`config.mk`:
```
export PLATFORM = sky130hd
export DESIGN_NAME = lgoe_lock_gated_output_enable
export DESIGN_NICKNAME = d
export VERILOG_FILES = /design/src/lgoe_pkg.sv /design/src/lgoe_lock_gated_output_enable.sv
export SDC_FILE = /design/constraint.sdc
export NUM_CORES = 1
export LEC_CHECK = 0
export BUFFER_PORTS_ARGS = -buffer_cell sky130_fd_sc_hd__buf_2
export CAP_MARGIN = 40
export CORE_MARGIN = 3
export CORE_UTILIZATION = 30
export DETAILED_ROUTE_END_ITERATION = 16
export PLACE_DENSITY = 0.52
export SYNTH_ARGS = -nofsm -noshare
export SYNTH_HDL_FRONTEND = slang
export SYNTH_SLANG_ARGS = --single-unit
```
`constraint.sdc`:
```
create_clock -name ref_clk_in -period 1.5 [get_ports ref_clk_in]
set_input_delay 0.075 -clock ref_clk_in [delete_from_list [all_inputs] [get_ports ref_clk_in]]
set_output_delay 0.075 -clock ref_clk_in [all_outputs]
set_load 0.01 [all_outputs]
```
`src/lgoe_pkg.sv`:
```
// Register map and reset values of the lock-gated output enable block
package lgoe_pkg;
	localparam int            LGOE_ADDR_W          = 10;
	localparam int            LGOE_DATA_W          = 8;
	localparam int            LGOE_NUM_OUT         = 12;
	localparam logic [9:0]    LGOE_OFS_CTRL_TEN    = 10'h0fa;
	localparam logic [9:0]    LGOE_OFS_GATE_LOW    = 10'h0fc;
	localparam logic [9:0]    LGOE_OFS_GATE_HIGH   = 10'h0fd;
	localparam logic [9:0]    LGOE_OFS_CTRL_ELEVEN = 10'h0fe;
	localparam logic [7:0]    LGOE_RST_GATE_LOW    = 8'h00;
	localparam logic [3:0]    LGOE_RST_GATE_HIGH   = 4'h0;
	localparam logic [7:0]    LGOE_RST_CTRL        = 8'h00;
	localparam int            LGOE_GATE_HIGH_W     = 4;
	localparam int            LGOE_BIT_SEVEN       = 7;
	localparam int            LGOE_BIT_TEN         = 10;
	localparam int            LGOE_BIT_ELEVEN      = 11;
endpackage

```
`src/lgoe_lock_gated_output_enable.sv`:
```
// Lock-gated clock output enables with their configuration registers
`timescale 1ns/1ps

// What this block does
// - Gating bit clear (default): output enable ignores the lock indication.
// - Gating bit set: output enabled, without clock, only while lock is high.
// - Low gating register bits six to zero gate outputs six to zero alike.
// - Output ten has its own gating bit, behaving like output seven's.
// - High gating register: outputs eight to eleven, bits seven to four unused.
// - Output ten and eleven control registers share output zero's layout.
module lgoe_lock_gated_output_enable #(
	parameter int NUM_OUT = lgoe_pkg::LGOE_NUM_OUT
) (
	// Clock and reset
	input  logic                             ref_clk_in,
	input  logic                             reset_in,
	// Register access from the serial control port
	input  logic [lgoe_pkg::LGOE_ADDR_W-1:0] reg_addr_in,
	input  logic                             reg_write_in,
	input  logic [lgoe_pkg::LGOE_DATA_W-1:0] reg_wdata_in,
	output logic [lgoe_pkg::LGOE_DATA_W-1:0] reg_rdata_out,
	// Lock indication and other power-down settings
	input  logic                             current_source_lock_indication_in,
	input  logic [NUM_OUT-1:0]               power_down_in,
	// Output enables and per-output control
	output logic [NUM_OUT-1:0]               output_enable_out,
	output logic [lgoe_pkg::LGOE_DATA_W-1:0] output_ten_control_out,
	output logic [lgoe_pkg::LGOE_DATA_W-1:0] output_eleven_control_out
);
	import lgoe_pkg::*;

	logic [7:0]  lock_gate_outputs_low_q;
	logic [3:0]  lock_gate_outputs_high_q;
	logic [7:0]  output_ten_control_q;
	logic [7:0]  output_eleven_control_q;
	logic [7:0]  rdata_q;
	logic [7:0]  rdata_d;
	logic [11:0] gate_all;
	logic        lock;

	function automatic logic hit(input logic [9:0] ofs);
		hit = reg_write_in && (reg_addr_in == ofs);
	endfunction

	assign gate_all = {lock_gate_outputs_high_q, lock_gate_outputs_low_q};
	assign lock     = current_source_lock_indication_in;

	// Gating register, low byte
	always_ff @(posedge ref_clk_in) begin
		if (reset_in) begin
			lock_gate_outputs_low_q <= LGOE_RST_GATE_LOW;
		end else if (hit(LGOE_OFS_GATE_LOW)) begin
			lock_gate_outputs_low_q <= reg_wdata_in;
		end
	end

	// Gating register, high byte; upper nibble is not stored
	always_ff @(posedge ref_clk_in) begin
		if (reset_in) begin
			lock_gate_outputs_high_q <= LGOE_RST_GATE_HIGH;
		end else if (hit(LGOE_OFS_GATE_HIGH)) begin
			lock_gate_outputs_high_q <= reg_wdata_in[3:0];
		end
	end

	// Output ten and eleven control; fields decoded by the driver logic
	always_ff @(posedge ref_clk_in) begin
		if (reset_in) begin
			output_ten_control_q    <= LGOE_RST_CTRL;
			output_eleven_control_q <= LGOE_RST_CTRL;
		end else begin
			if (hit(LGOE_OFS_CTRL_TEN)) begin
				output_ten_control_q <= reg_wdata_in;
			end
			if (hit(LGOE_OFS_CTRL_ELEVEN)) begin
				output_eleven_control_q <= reg_wdata_in;
			end
		end
	end

	// Read data; unmapped addresses read as zero
	always_comb begin
		case (reg_addr_in)
			LGOE_OFS_CTRL_TEN:    rdata_d = output_ten_control_q;
			LGOE_OFS_GATE_LOW:    rdata_d = lock_gate_outputs_low_q;
			LGOE_OFS_GATE_HIGH:   rdata_d = {4'h0, lock_gate_outputs_high_q};
			LGOE_OFS_CTRL_ELEVEN: rdata_d = output_eleven_control_q;
			default:              rdata_d = 8'h00;
		endcase
	end

	always_ff @(posedge ref_clk_in) begin
		if (reset_in) begin
			rdata_q <= 8'h00;
		end else begin
			rdata_q <= rdata_d;
		end
	end

	assign reg_rdata_out             = rdata_q;
	assign output_ten_control_out    = output_ten_control_q;
	assign output_eleven_control_out = output_eleven_control_q;

	// Combinational on purpose: lock must gate the output without a clock
	// edge, so a lock loss shuts the output at once. Relies on software
	// having selected the current-source lock detect method.
	always_comb begin
		for (int i = 0; i < NUM_OUT; i++) begin
			output_enable_out[i] = !power_down_in[i] &&
				(!gate_all[i] || lock);
		end
	end

	property p_seven_free;
		@(posedge ref_clk_in) disable iff (reset_in)
		(!gate_all[LGOE_BIT_SEVEN] && !power_down_in[LGOE_BIT_SEVEN])
			|-> output_enable_out[LGOE_BIT_SEVEN];
	endproperty
	a_seven_free: assert property (p_seven_free)
		else $error("Ungated output seven not enabled");

	property p_seven_gated;
		@(posedge ref_clk_in) disable iff (reset_in)
		gate_all[LGOE_BIT_SEVEN] |-> (output_enable_out[LGOE_BIT_SEVEN] ==
			(lock && !power_down_in[LGOE_BIT_SEVEN]));
	endproperty
	a_seven_gated: assert property (p_seven_gated)
		else $error("Gated output seven does not follow lock");

	property p_low_write;
		@(posedge ref_clk_in) disable iff (reset_in)
		(reg_write_in && reg_addr_in == LGOE_OFS_GATE_LOW)
			##1 (lock == 1'b0)
			|-> (output_enable_out[6:0] == (~power_down_in[6:0] &
			~$past(reg_wdata_in[6:0])));
	endproperty
	a_low_write: assert property (p_low_write)
		else $error("Low gating bits do not gate outputs after write");

	property p_ten_gated;
		@(posedge ref_clk_in) disable iff (reset_in)
		(reg_write_in && reg_addr_in == LGOE_OFS_GATE_HIGH &&
			reg_wdata_in[2]) ##1 !lock
			|-> !output_enable_out[LGOE_BIT_TEN];
	endproperty
	a_ten_gated: assert property (p_ten_gated)
		else $error("Output ten enabled without lock while gated");

	property p_high_unused;
		@(posedge ref_clk_in) disable iff (reset_in)
		(reg_addr_in == LGOE_OFS_GATE_HIGH) |=> (reg_rdata_out[7:4] == 4'h0);
	endproperty
	a_high_unused: assert property (p_high_unused)
		else $error("Unused gating bits read nonzero");

	property p_eleven_bit;
		@(posedge ref_clk_in) disable iff (reset_in)
		(reg_write_in && reg_addr_in == LGOE_OFS_GATE_HIGH) |=>
			(gate_all[LGOE_BIT_ELEVEN] == $past(reg_wdata_in[3]));
	endproperty
	a_eleven_bit: assert property (p_eleven_bit)
		else $error("Output eleven gating bit not at bit three");

	// Strobes spelled out: a function body here would not be sampled
	property p_ctrl_ten;
		@(posedge ref_clk_in) disable iff (reset_in)
		(reg_write_in && reg_addr_in == LGOE_OFS_CTRL_TEN) |=>
			(output_ten_control_out == $past(reg_wdata_in));
	endproperty
	a_ctrl_ten: assert property (p_ctrl_ten)
		else $error("Output ten control not stored");

	property p_ctrl_eleven;
		@(posedge ref_clk_in) disable iff (reset_in)
		(reg_write_in && reg_addr_in == LGOE_OFS_CTRL_ELEVEN) |=>
			(output_eleven_control_out == $past(reg_wdata_in));
	endproperty
	a_ctrl_eleven: assert property (p_ctrl_eleven)
		else $error("Output eleven control not stored");

	property p_reset_clear;
		@(posedge ref_clk_in)
		reset_in |=> (gate_all == 12'h000);
	endproperty
	a_reset_clear: assert property (p_reset_clear)
		else $error("Gating bits not cleared by reset");

	// Whole-vector enable and low gating register checks, so a slip in one bit index is caught too; then the output ten gating bit
	property p_ungated_all;
		@(posedge ref_clk_in) disable iff (reset_in)
		((~gate_all & ~power_down_in & ~output_enable_out) == '0);
	endproperty
	a_ungated_all: assert property (p_ungated_all)
		else $error("Ungated output not enabled");

	property p_lock_all_on;
		@(posedge ref_clk_in) disable iff (reset_in)
		lock |-> (output_enable_out == ~power_down_in);
	endproperty
	a_lock_all_on: assert property (p_lock_all_on)
		else $error("Output disabled while locked and powered");

	property p_no_lock_gated;
		@(posedge ref_clk_in) disable iff (reset_in)
		!lock |-> ((output_enable_out & gate_all) == '0);
	endproperty
	a_no_lock_gated: assert property (p_no_lock_gated)
		else $error("Gated output enabled without lock");

	property p_power_down_wins;
		@(posedge ref_clk_in) disable iff (reset_in)
		((output_enable_out & power_down_in) == '0);
	endproperty
	a_power_down_wins: assert property (p_power_down_wins)
		else $error("Powered-down output enabled");

	property p_low_bits_stored;
		@(posedge ref_clk_in) disable iff (reset_in)
		(reg_write_in && reg_addr_in == LGOE_OFS_GATE_LOW) |=>
			(gate_all[LGOE_DATA_W-1:0] == $past(reg_wdata_in));
	endproperty
	a_low_bits_stored: assert property (p_low_bits_stored)
		else $error("Low gating register not stored");

	property p_ten_bit;
		@(posedge ref_clk_in) disable iff (reset_in)
		(reg_write_in && reg_addr_in == LGOE_OFS_GATE_HIGH) |=>
			(gate_all[LGOE_BIT_TEN] ==
			$past(reg_wdata_in[LGOE_BIT_TEN-LGOE_DATA_W]));
	endproperty
	a_ten_bit: assert property (p_ten_bit)
		else $error("Output ten gating bit not at bit two");

endmodule // lgoe_lock_gated_output_enable

```
Word-level counts from Yosys, hierarchy flattened:

Index checks and enable logic that the tools add are counted.

* eq/ne operators: 4
* multiplexer cells: 1
* reduce and logical (&&, ||, !) cells: 52

Operators by type and width (number)
* 10-bit by 8-bit equality test with 1-bit output, second input constant: 4
* 8-bit case mux with 4 select lines: 1
* 1-bit zero test: 24
* 1-bit logical AND: 16
* 1-bit logical OR: 12

* flip-flop bits (word level): 36
* input bits: 34
* output and inout port bits: 36
* word-level logic and storage cells: 62

Depth between registers and ports, before layout:

Gate-level depths: netlist (run 1).

* depth in word-level cells: 3
* gate-level depth with buffers: 5
* depth with buffers taken out: 3

Worst setup path after synthesis (run 1):

OpenSTA, ideal clock, no wires.

* path type: input to register
* start point: input reg_addr_in[8] in the netlist's numbering
* end point: register lock_gate_outputs_low_q[0]
* setup time: 0.072 ns
* data arrival time: 0.922 ns
* required time: 1.428 ns
* path slack: 0.507 ns
* stages: 4
* path buffers: 1
* path through: and4bb_2 > and4b_1 > buf_6 > mux2i_1

* cells in the longest elaborated chain, start to end: 2

Ends and longest elaborated chain
* start, declared: line lgoe_lock_gated_output_enable.sv:18 `input logic [lgoe_pkg::LGOE_ADDR_W-1:0] reg_addr_in,`
* 10-bit by 8-bit equality test with 1-bit output: line lgoe_lock_gated_output_enable.sv:42 `hit = reg_write_in && (reg_addr_in == ofs);`
* 1-bit logical AND: line lgoe_lock_gated_output_enable.sv:42
* end signal, assigned: line lgoe_lock_gated_output_enable.sv:53 `lock_gate_outputs_low_q <= reg_wdata_in;`
* end, declared: line lgoe_lock_gated_output_enable.sv:32 `logic [7:0] lock_gate_outputs_low_q;`

No other way between the ends.
A chain may end at the register's enable or synchronous reset.

Worst setup path in the final report (run 1):

* start point: register output_eleven_control_q[1] (netlist: output_eleven_control_out[1])
* end point: register rdata_q[1] (netlist: reg_rdata_out[1])

* cells in the longest elaborated chain, start to end: 1

Ends and longest elaborated chain
* start, declared: line lgoe_lock_gated_output_enable.sv:35 `logic [7:0] output_eleven_control_q;`
* start signal, assigned: line lgoe_lock_gated_output_enable.sv:76 `output_eleven_control_q <= reg_wdata_in;`
* 8-bit case mux with 4 select lines: line lgoe_lock_gated_output_enable.sv:83 `case (reg_addr_in)`
* end signal, assigned: line lgoe_lock_gated_output_enable.sv:96 `rdata_q <= rdata_d;`
* end, declared: line lgoe_lock_gated_output_enable.sv:36 `logic [7:0] rdata_q;`

No other way between the ends.

==> impl_results.md, run 1 <==
* Synth Net Count at 199
* # setup viols final at 0
* Via density at 4.68
* Finished Cell Area at 2200 um^2
* RSZ-0062 raised after global routing: no
* Switch Pwr at 0.419 mW
* GRT Max-Usage Layer: met2
* Nets at 271
* Clock transition at the registers of the reported paths at 0.07 ns
* Die Span X at 80.8 um
* Data arrival time of the critical path at 1.17 ns
* Post-Place Cells at 300
* CTS tree: built
* Pleak at 1.06 nW
* Crit. End Element: flip-flop
* CP cell instances: mux2_2, a22oi_1, a21oi_1
* Layout cell share with drive strength beyond 1 at 0.399
* # rows at 26
* Worst setup SP type: flip-flop
* Met2 Track Usage GR at 0.240
* DP HPWL at 3.40 mm
* Die area at 6530 um^2
* First-pass GRT wire length at 7.25 mm
* Mapped Area at 1680 um^2
* Final hold vios at 0
* Crit-path leading delay family: flip-flops
* Critical path required time at 1.67 ns
* Largest net degree at the start of global routing at 23
* H-tree depth at 2
* Fill cells at 561
* Initial Utilization at 0.319
* Combined area of the multi-input logic cells at 902 um^2
* Max Fclk at 1.00 GHz
* Post-CTS Setup Inserts at 0
* Slew Viols, Final at 0
* Port Buffers at 69
* Crit Path Category: flip-flop to flip-flop
* Setup TNS at 0 ns
* Placement Cell Area at 2100 um^2
* Final cell count without fillers at 308
* Register Area at 721 um^2
* Vias in the first global route at 1403
* Cell variety after synth at 24
* Minimum clock period at 0.996 ns
* Core ar. at 5270 um^2
* Crit-path max FO at 3
* CTS root buf: clkbuf_8
* Hold/Removal Path Class: input port to flip-flop
* Diodes inserted at 0
* Main synth FF type: dfxtp_1
* GRT overflow at 0
* Cts hold-fix bufs at 0
* Max_cap viols at 0
* Number of synthesized flops with an enable pin at 0
* Final Skew at 0.00222 ns
* Top cell type by total area after synthesis: dfxtp_1
* Asr flop ratio synth at 0
* Cells after Synth at 165
* Grt met3 use at 0.0377
* Initial DRT Pass Iterations at 4
* Crit-path max cell delay at 0.34 ns
* Clk pwr share at 0.388
* CTS-repair resized insts at 0
* DR DRC count at 0
* Clock Path Buffers at 2
* Leading cell type in the layout, fill and taps excluded: buf_2
* Post-Route WL at 4.53 mm
* Total of warnings raised by yosys at 0
* Layout Area Growth over Synthesis at 30.9%
* Die H at 80.8 um
* Drt initial violations at 76
* Period utilization at 0.664
* Antenna violations before repair at 0
* Area contributors post-synth: dfxtp_1, mux2i_1, nand2b_1
* Sequential share of power at 0.523
* Via count at 1441
* Total GRT Usage at 0.147
* Slew @ Worst Pin at 0.492 ns
* Buf/Inv on CP at 0
* Rel. slew slack at 0.672
* M1 GR Usage at 0.189
* Mean post-synth cell area at 10.2 um^2
* VDD IR max at 0.313 mV
* Sequential share of the synthesized area at 0.429
* Cts bufs inserted at 5
* CTS Sinks at 36
* Comb power frac at 0.089
* DRT antenna net count at 0
* Slowest-stage cell, CP: dfxtp_1
* Pwr/cell area at 831 nW/um^2
* Skew-Pair Late Insertion Delay at 0.28 ns
* Status: finished, final reports clean
* Placer Congestion at 0.713
* #FFs+latches synth at 36
* Sw Ratio at 0.230
* I/O Pins at 70
* WL/cell at 14.7 um
* Commonest non-fill, non-tap cells in the layout: buf_2, nand2b_1, dfxtp_1, mux2i_1, a21oi_1
* Pint at 1.41 mW
* Post-synth top area share at 0.429
final cells by class:
cell class | instances | area share
Inverter | 1 | 0.00171
Clock buffer | 7 | 0.0393
Clock inverter | 1 | 0.00341
Multi-Input combinational cell | 118 | 0.410
Tap cell | 70 | 0.0398
Timing Repair Buffer | 75 | 0.178
Sequential cell | 36 | 0.328
flip-flops by register name (all words and copies together) (netlist names):
name and cells:
reg_rdata_out 8, lock_gate_outputs_high_q 4, lock_gate_outputs_low_q 8, output_ten_control_out 8, output_eleven_control_out 8
logic make-up after synthesis:
kind of cell / count (synthesis) / synth area share
and+or+nand+nor: 58 / 0.233
buffers and inverters: 11 / 0.0335
muxes: 36 / 0.221
AOI/OAI and AO/OA: 24 / 0.0835
DFF: 36 / 0.429
power groups by stage:
stage	combinational, mW	clock (mW)	sequential [mW]
finish	0.162	0.708	0.956
floorplan	0.0839	0	0.978
global placement	0.164	0	0.978
CTS	0.165	0.733	0.955
detailed placement	0.165	0	0.978
global route	0.181	0.772	0.955
layer usage:
layer  share of wire  vias up
met3           0.050        5
met5               0        -
li1                -      722
met4           0.014        0
met1            0.46      674
met2            0.48       40
final timing paths:
| kind | depth (start not counted) | to | start | slack [ns] |
|---|---|---|---|---|
| worst min-delay path | 3 | output_eleven_control_out[6]$_SDFFE_PP0P_ | reg_wdata_in[6] | 0.11 |
| worst min register to register | 2 | output_eleven_control_out[5]$_SDFFE_PP0P_ | output_eleven_control_out[5]$_SDFFE_PP0P_ | 0.49 |
| worst max-delay path | 3 | reg_rdata_out[1]$_SDFF_PP0_ | output_eleven_control_out[1]$_SDFFE_PP0P_ | 0.50 |
| worst max register to register | 3 | reg_rdata_out[1]$_SDFF_PP0_ | output_eleven_control_out[1]$_SDFFE_PP0P_ | 0.50 |
tightest hold or removal path: cells and delay by family:
family        cells  cell delay (ns)
buf+inv           1             0.08
simple gates      1             0.08
mux               1             0.12
Yosys cell counts (2+ instances only):
| cell | instances |
|---|---|
| a21oi_1 | 16 |
| nand2b_1 | 36 |
| nor2_1 | 4 |
| mux2_2 | 8 |
| nand4b_1 | 2 |
| a22oi_1 | 8 |
| dfxtp_1 | 36 |
| buf_2 | 3 |
| and4b_1 | 2 |
| clkbuf_1 | 5 |
| nand3b_1 | 5 |
| mux2i_1 | 28 |
through the flow:
step                total power [mW]  worst slack, ns  utilization  hold WS (ns)
finish                          1.83            0.504        0.417         0.109
CTS                             1.85            0.476        0.417        0.0992
floorplan                       1.06            0.507            -         0.194
detailed placement              1.14            0.263        0.399         0.378
global route                    1.91            0.447        0.417         0.127
global placement                1.14            0.287        0.399         0.376
Power figures use the tool's default switching activity.
==> run 2, diff against run 1 <==
==> constraint.sdc (replaced) <==
create_clock -name ref_clk_in -period 0.94 [get_ports ref_clk_in]
set_input_delay 0.047 -clock ref_clk_in [delete_from_list [all_inputs] [get_ports ref_clk_in]]
set_output_delay 0.047 -clock ref_clk_in [all_outputs]
set_load 0.01 [all_outputs]
==> run 2 against run 1 <==
Against the previous run:
- the run now ends with setup timing left
- hold slack got worse by 0.037 ns
- non-clock buffer count grew 31
- clock power increased by 72%
- sequential share of layout area down 4.0 points
- via count grew 8.6%
- core utilization increased by 7.2 points
- register-to-register slack got worse by 0.48 ns
- largest power group unchanged
==> impl_results.md, run 2 (same netlist as run 1, synthesis figures left out) <==
* Via density at 4.63 (was 4.68)
* Crit-path max cell delay at 0.33 ns (was 0.34 ns)
* Antenna violations before repair at 0 (unchanged)
* Cts bufs inserted at 5 (unchanged)
* Initial Utilization at 0.319 (unchanged)
* # setup viols final at 4 (was 0)
* Crit-path max FO at 2 (was 3)
* Layout cell share with drive strength beyond 1 at 0.586 (was 0.399)
* DR DRC count at 0 (unchanged)
* Reg2Reg Depth at 3 (unchanged)
* Final hold vios at 0 (unchanged)
* DRT antenna net count at 0 (unchanged)
* Drt initial violations at 60 (was 76)
* RSZ-0062 raised after global routing: yes (was no)
* WL/cell at 14.3 um (was 14.7 um)
* Data arrival time of the critical path at 0.95 ns (was 1.17 ns)
* Core ar. at 5270 um^2 (unchanged)
* Max Fclk at 0.999 GHz
* H-tree depth at 2 (unchanged)
* Final Skew at 0.00451 ns (was 0.00222 ns)
* First-pass GRT wire length at 7.62 mm (was 7.25 mm)
* Period utilization at 1.06
* Die area at 6530 um^2 (unchanged)
* Hold/Removal Path Class: input port to flip-flop (unchanged)
* Post-Place Cells at 324 (was 300)
* Worst setup SP type: flip-flop (unchanged)
* VDD IR max at 0.480 mV (was 0.313 mV)
* Post-Route WL at 4.83 mm (was 4.53 mm)
* Port Buffers at 69 (unchanged)
* Die Span X at 80.8 um (unchanged)
* Largest net degree at the start of global routing at 20 (was 23)
* Slew Viols, Final at 0 (unchanged)
* CTS root buf: clkbuf_8 (unchanged)
* Initial DRT Pass Iterations at 4 (unchanged)
* Nets at 302 (was 271)
* Clock transition at the registers of the reported paths at 0.07 ns (about the same)
* Slowest-stage cell, CP: dfxtp_2 (was dfxtp_1)
* DP HPWL at 3.61 mm (was 3.40 mm)
* Layout Area Growth over Synthesis at 53.5% (was 30.9%)
* Setup TNS at -0.223 ns (was 0 ns)
* Pwr/cell area at 1190 nW/um^2 (was 831 nW/um^2)
* Leading cell type in the layout, fill and taps excluded: buf_2 (unchanged)
* CTS tree: built (unchanged)
* Commonest non-fill, non-tap cells in the layout: buf_2, nand2b_1, buf_4, mux2i_1, dfxtp_1 (was buf_2, nand2b_1, dfxtp_1, mux2i_1, a21oi_1)
* Placer Congestion at 0.737 (was 0.713)
* Final cell count without fillers at 338 (was 308)
* Max_cap viols at 0 (unchanged)
* Crit Path Category: flip-flop to output pin (was flip-flop to flip-flop)
* Clock Path Buffers at 2 (unchanged)
* CTS Sinks at 36 (unchanged)
* Minimum clock period at 1.00 ns
* Power Total at 3.07 mW (was 1.83 mW)
* Skew-Pair Late Insertion Delay at 0.29 ns (was 0.28 ns)
* Critical path required time at 0.89 ns (was 1.67 ns)
* Status: finished, violations left (was finished, final reports clean)
* I/O Pins at 70 (unchanged)
* # rows at 26 (unchanged)
* Setup WS post-layout at -0.0609 ns (was 0.504 ns)
* Rel. slew slack at 0.847 (was 0.672)
* WHS Path Cells at 3 (unchanged)
* Vias in the first global route at 1531 (was 1403)
* Die H at 80.8 um (unchanged)
* Violated checks: setup timing
* Pleak at 1.25 nW (was 1.06 nW)
* Via count at 1565 (was 1441)
* CP cell instances: buf_6, a21oi_2, buf_2 (was mux2_2, a22oi_1, a21oi_1)
* Crit. End Element: output pin (was flip-flop)
* Total GRT Usage at 0.155 (was 0.147)
* GRT overflow at 0 (unchanged)
* Slew @ Worst Pin at 0.229 ns (was 0.492 ns)
* Diodes inserted at 0 (unchanged)
[run 2: cell types whose count changed in the layout (fill, tap and decap cells not counted), sizes merged]
cell	change
buf	+31
inv	-1
[run 2: where the power goes]
part           switching (mW)  leakage [nW]  internal [mW]  total [mW]
sequential           0.000302         0.298           1.52        1.52
combinational           0.154         0.897          0.174       0.328
clock                   0.563        0.0503          0.653        1.22
[run 2: cell type report]
type                       count  area, um^2
fill                         539        2690
timing repair buffer         106         676
clock buffer                   7        96.3
sequential                    36         742
tap                           70        87.6
inverter                       1        7.51
multi-input combinational    118         968
[run 2: stage by stage]
step	hold WS [ns]	util	area, um^2	setup slack (ns)
2_1_floorplan	0.138	-	1680	-0.0215
3_3_place_gp	0.319	0.436	2300	-0.172
3_5_place_dp	0.321	0.436	2300	-0.207
4_1_cts	0.0736	0.465	2450	-0.0785
5_1_grt	0.0830	0.489	2580	-0.104
6_report	0.0722	0.489	2580	-0.0609
[run 2: what timing repair did]
item	CTS	global route
endpoints found under the hold margin	0	0
pin swaps	0	4
setup endpoints to repair	11	24
hold buffers	0	0
buffers inserted	0	7
resized for setup	19	19
[run 2: path summary, 6_finish.rpt]
kind | from | end | slack (ns)
worst max-delay path | lock_gate_outputs_low_q[2]$_SDFFE_PP0P_ | output_enable_out[2] | -0.06
worst min-delay path | reg_wdata_in[7] | output_eleven_control_out[7]$_SDFFE_PP0P_ | 0.07
worst max register to register | lock_gate_outputs_low_q[3]$_SDFFE_PP0P_ | reg_rdata_out[3]$_SDFF_PP0_ | 0.02
worst min register to register | lock_gate_outputs_high_q[3]$_SDFFE_PP0P_ | lock_gate_outputs_high_q[3]$_SDFFE_PP0P_ | 0.49
[run 2: critical path, delay by kind of cell, from the launching register on]
kind                   cells  cell delay, ns
AOI/OAI and AO/OA          1            0.10
buffers and inverters      2            0.24
DFF                        1            0.33
[run 2: metal layers]
layer,track usage,part of all wire
met5,0,0
met2,0.259,0.50
met4,0.0456,0.011
met3,0.0322,0.047
met1,0.200,0.45
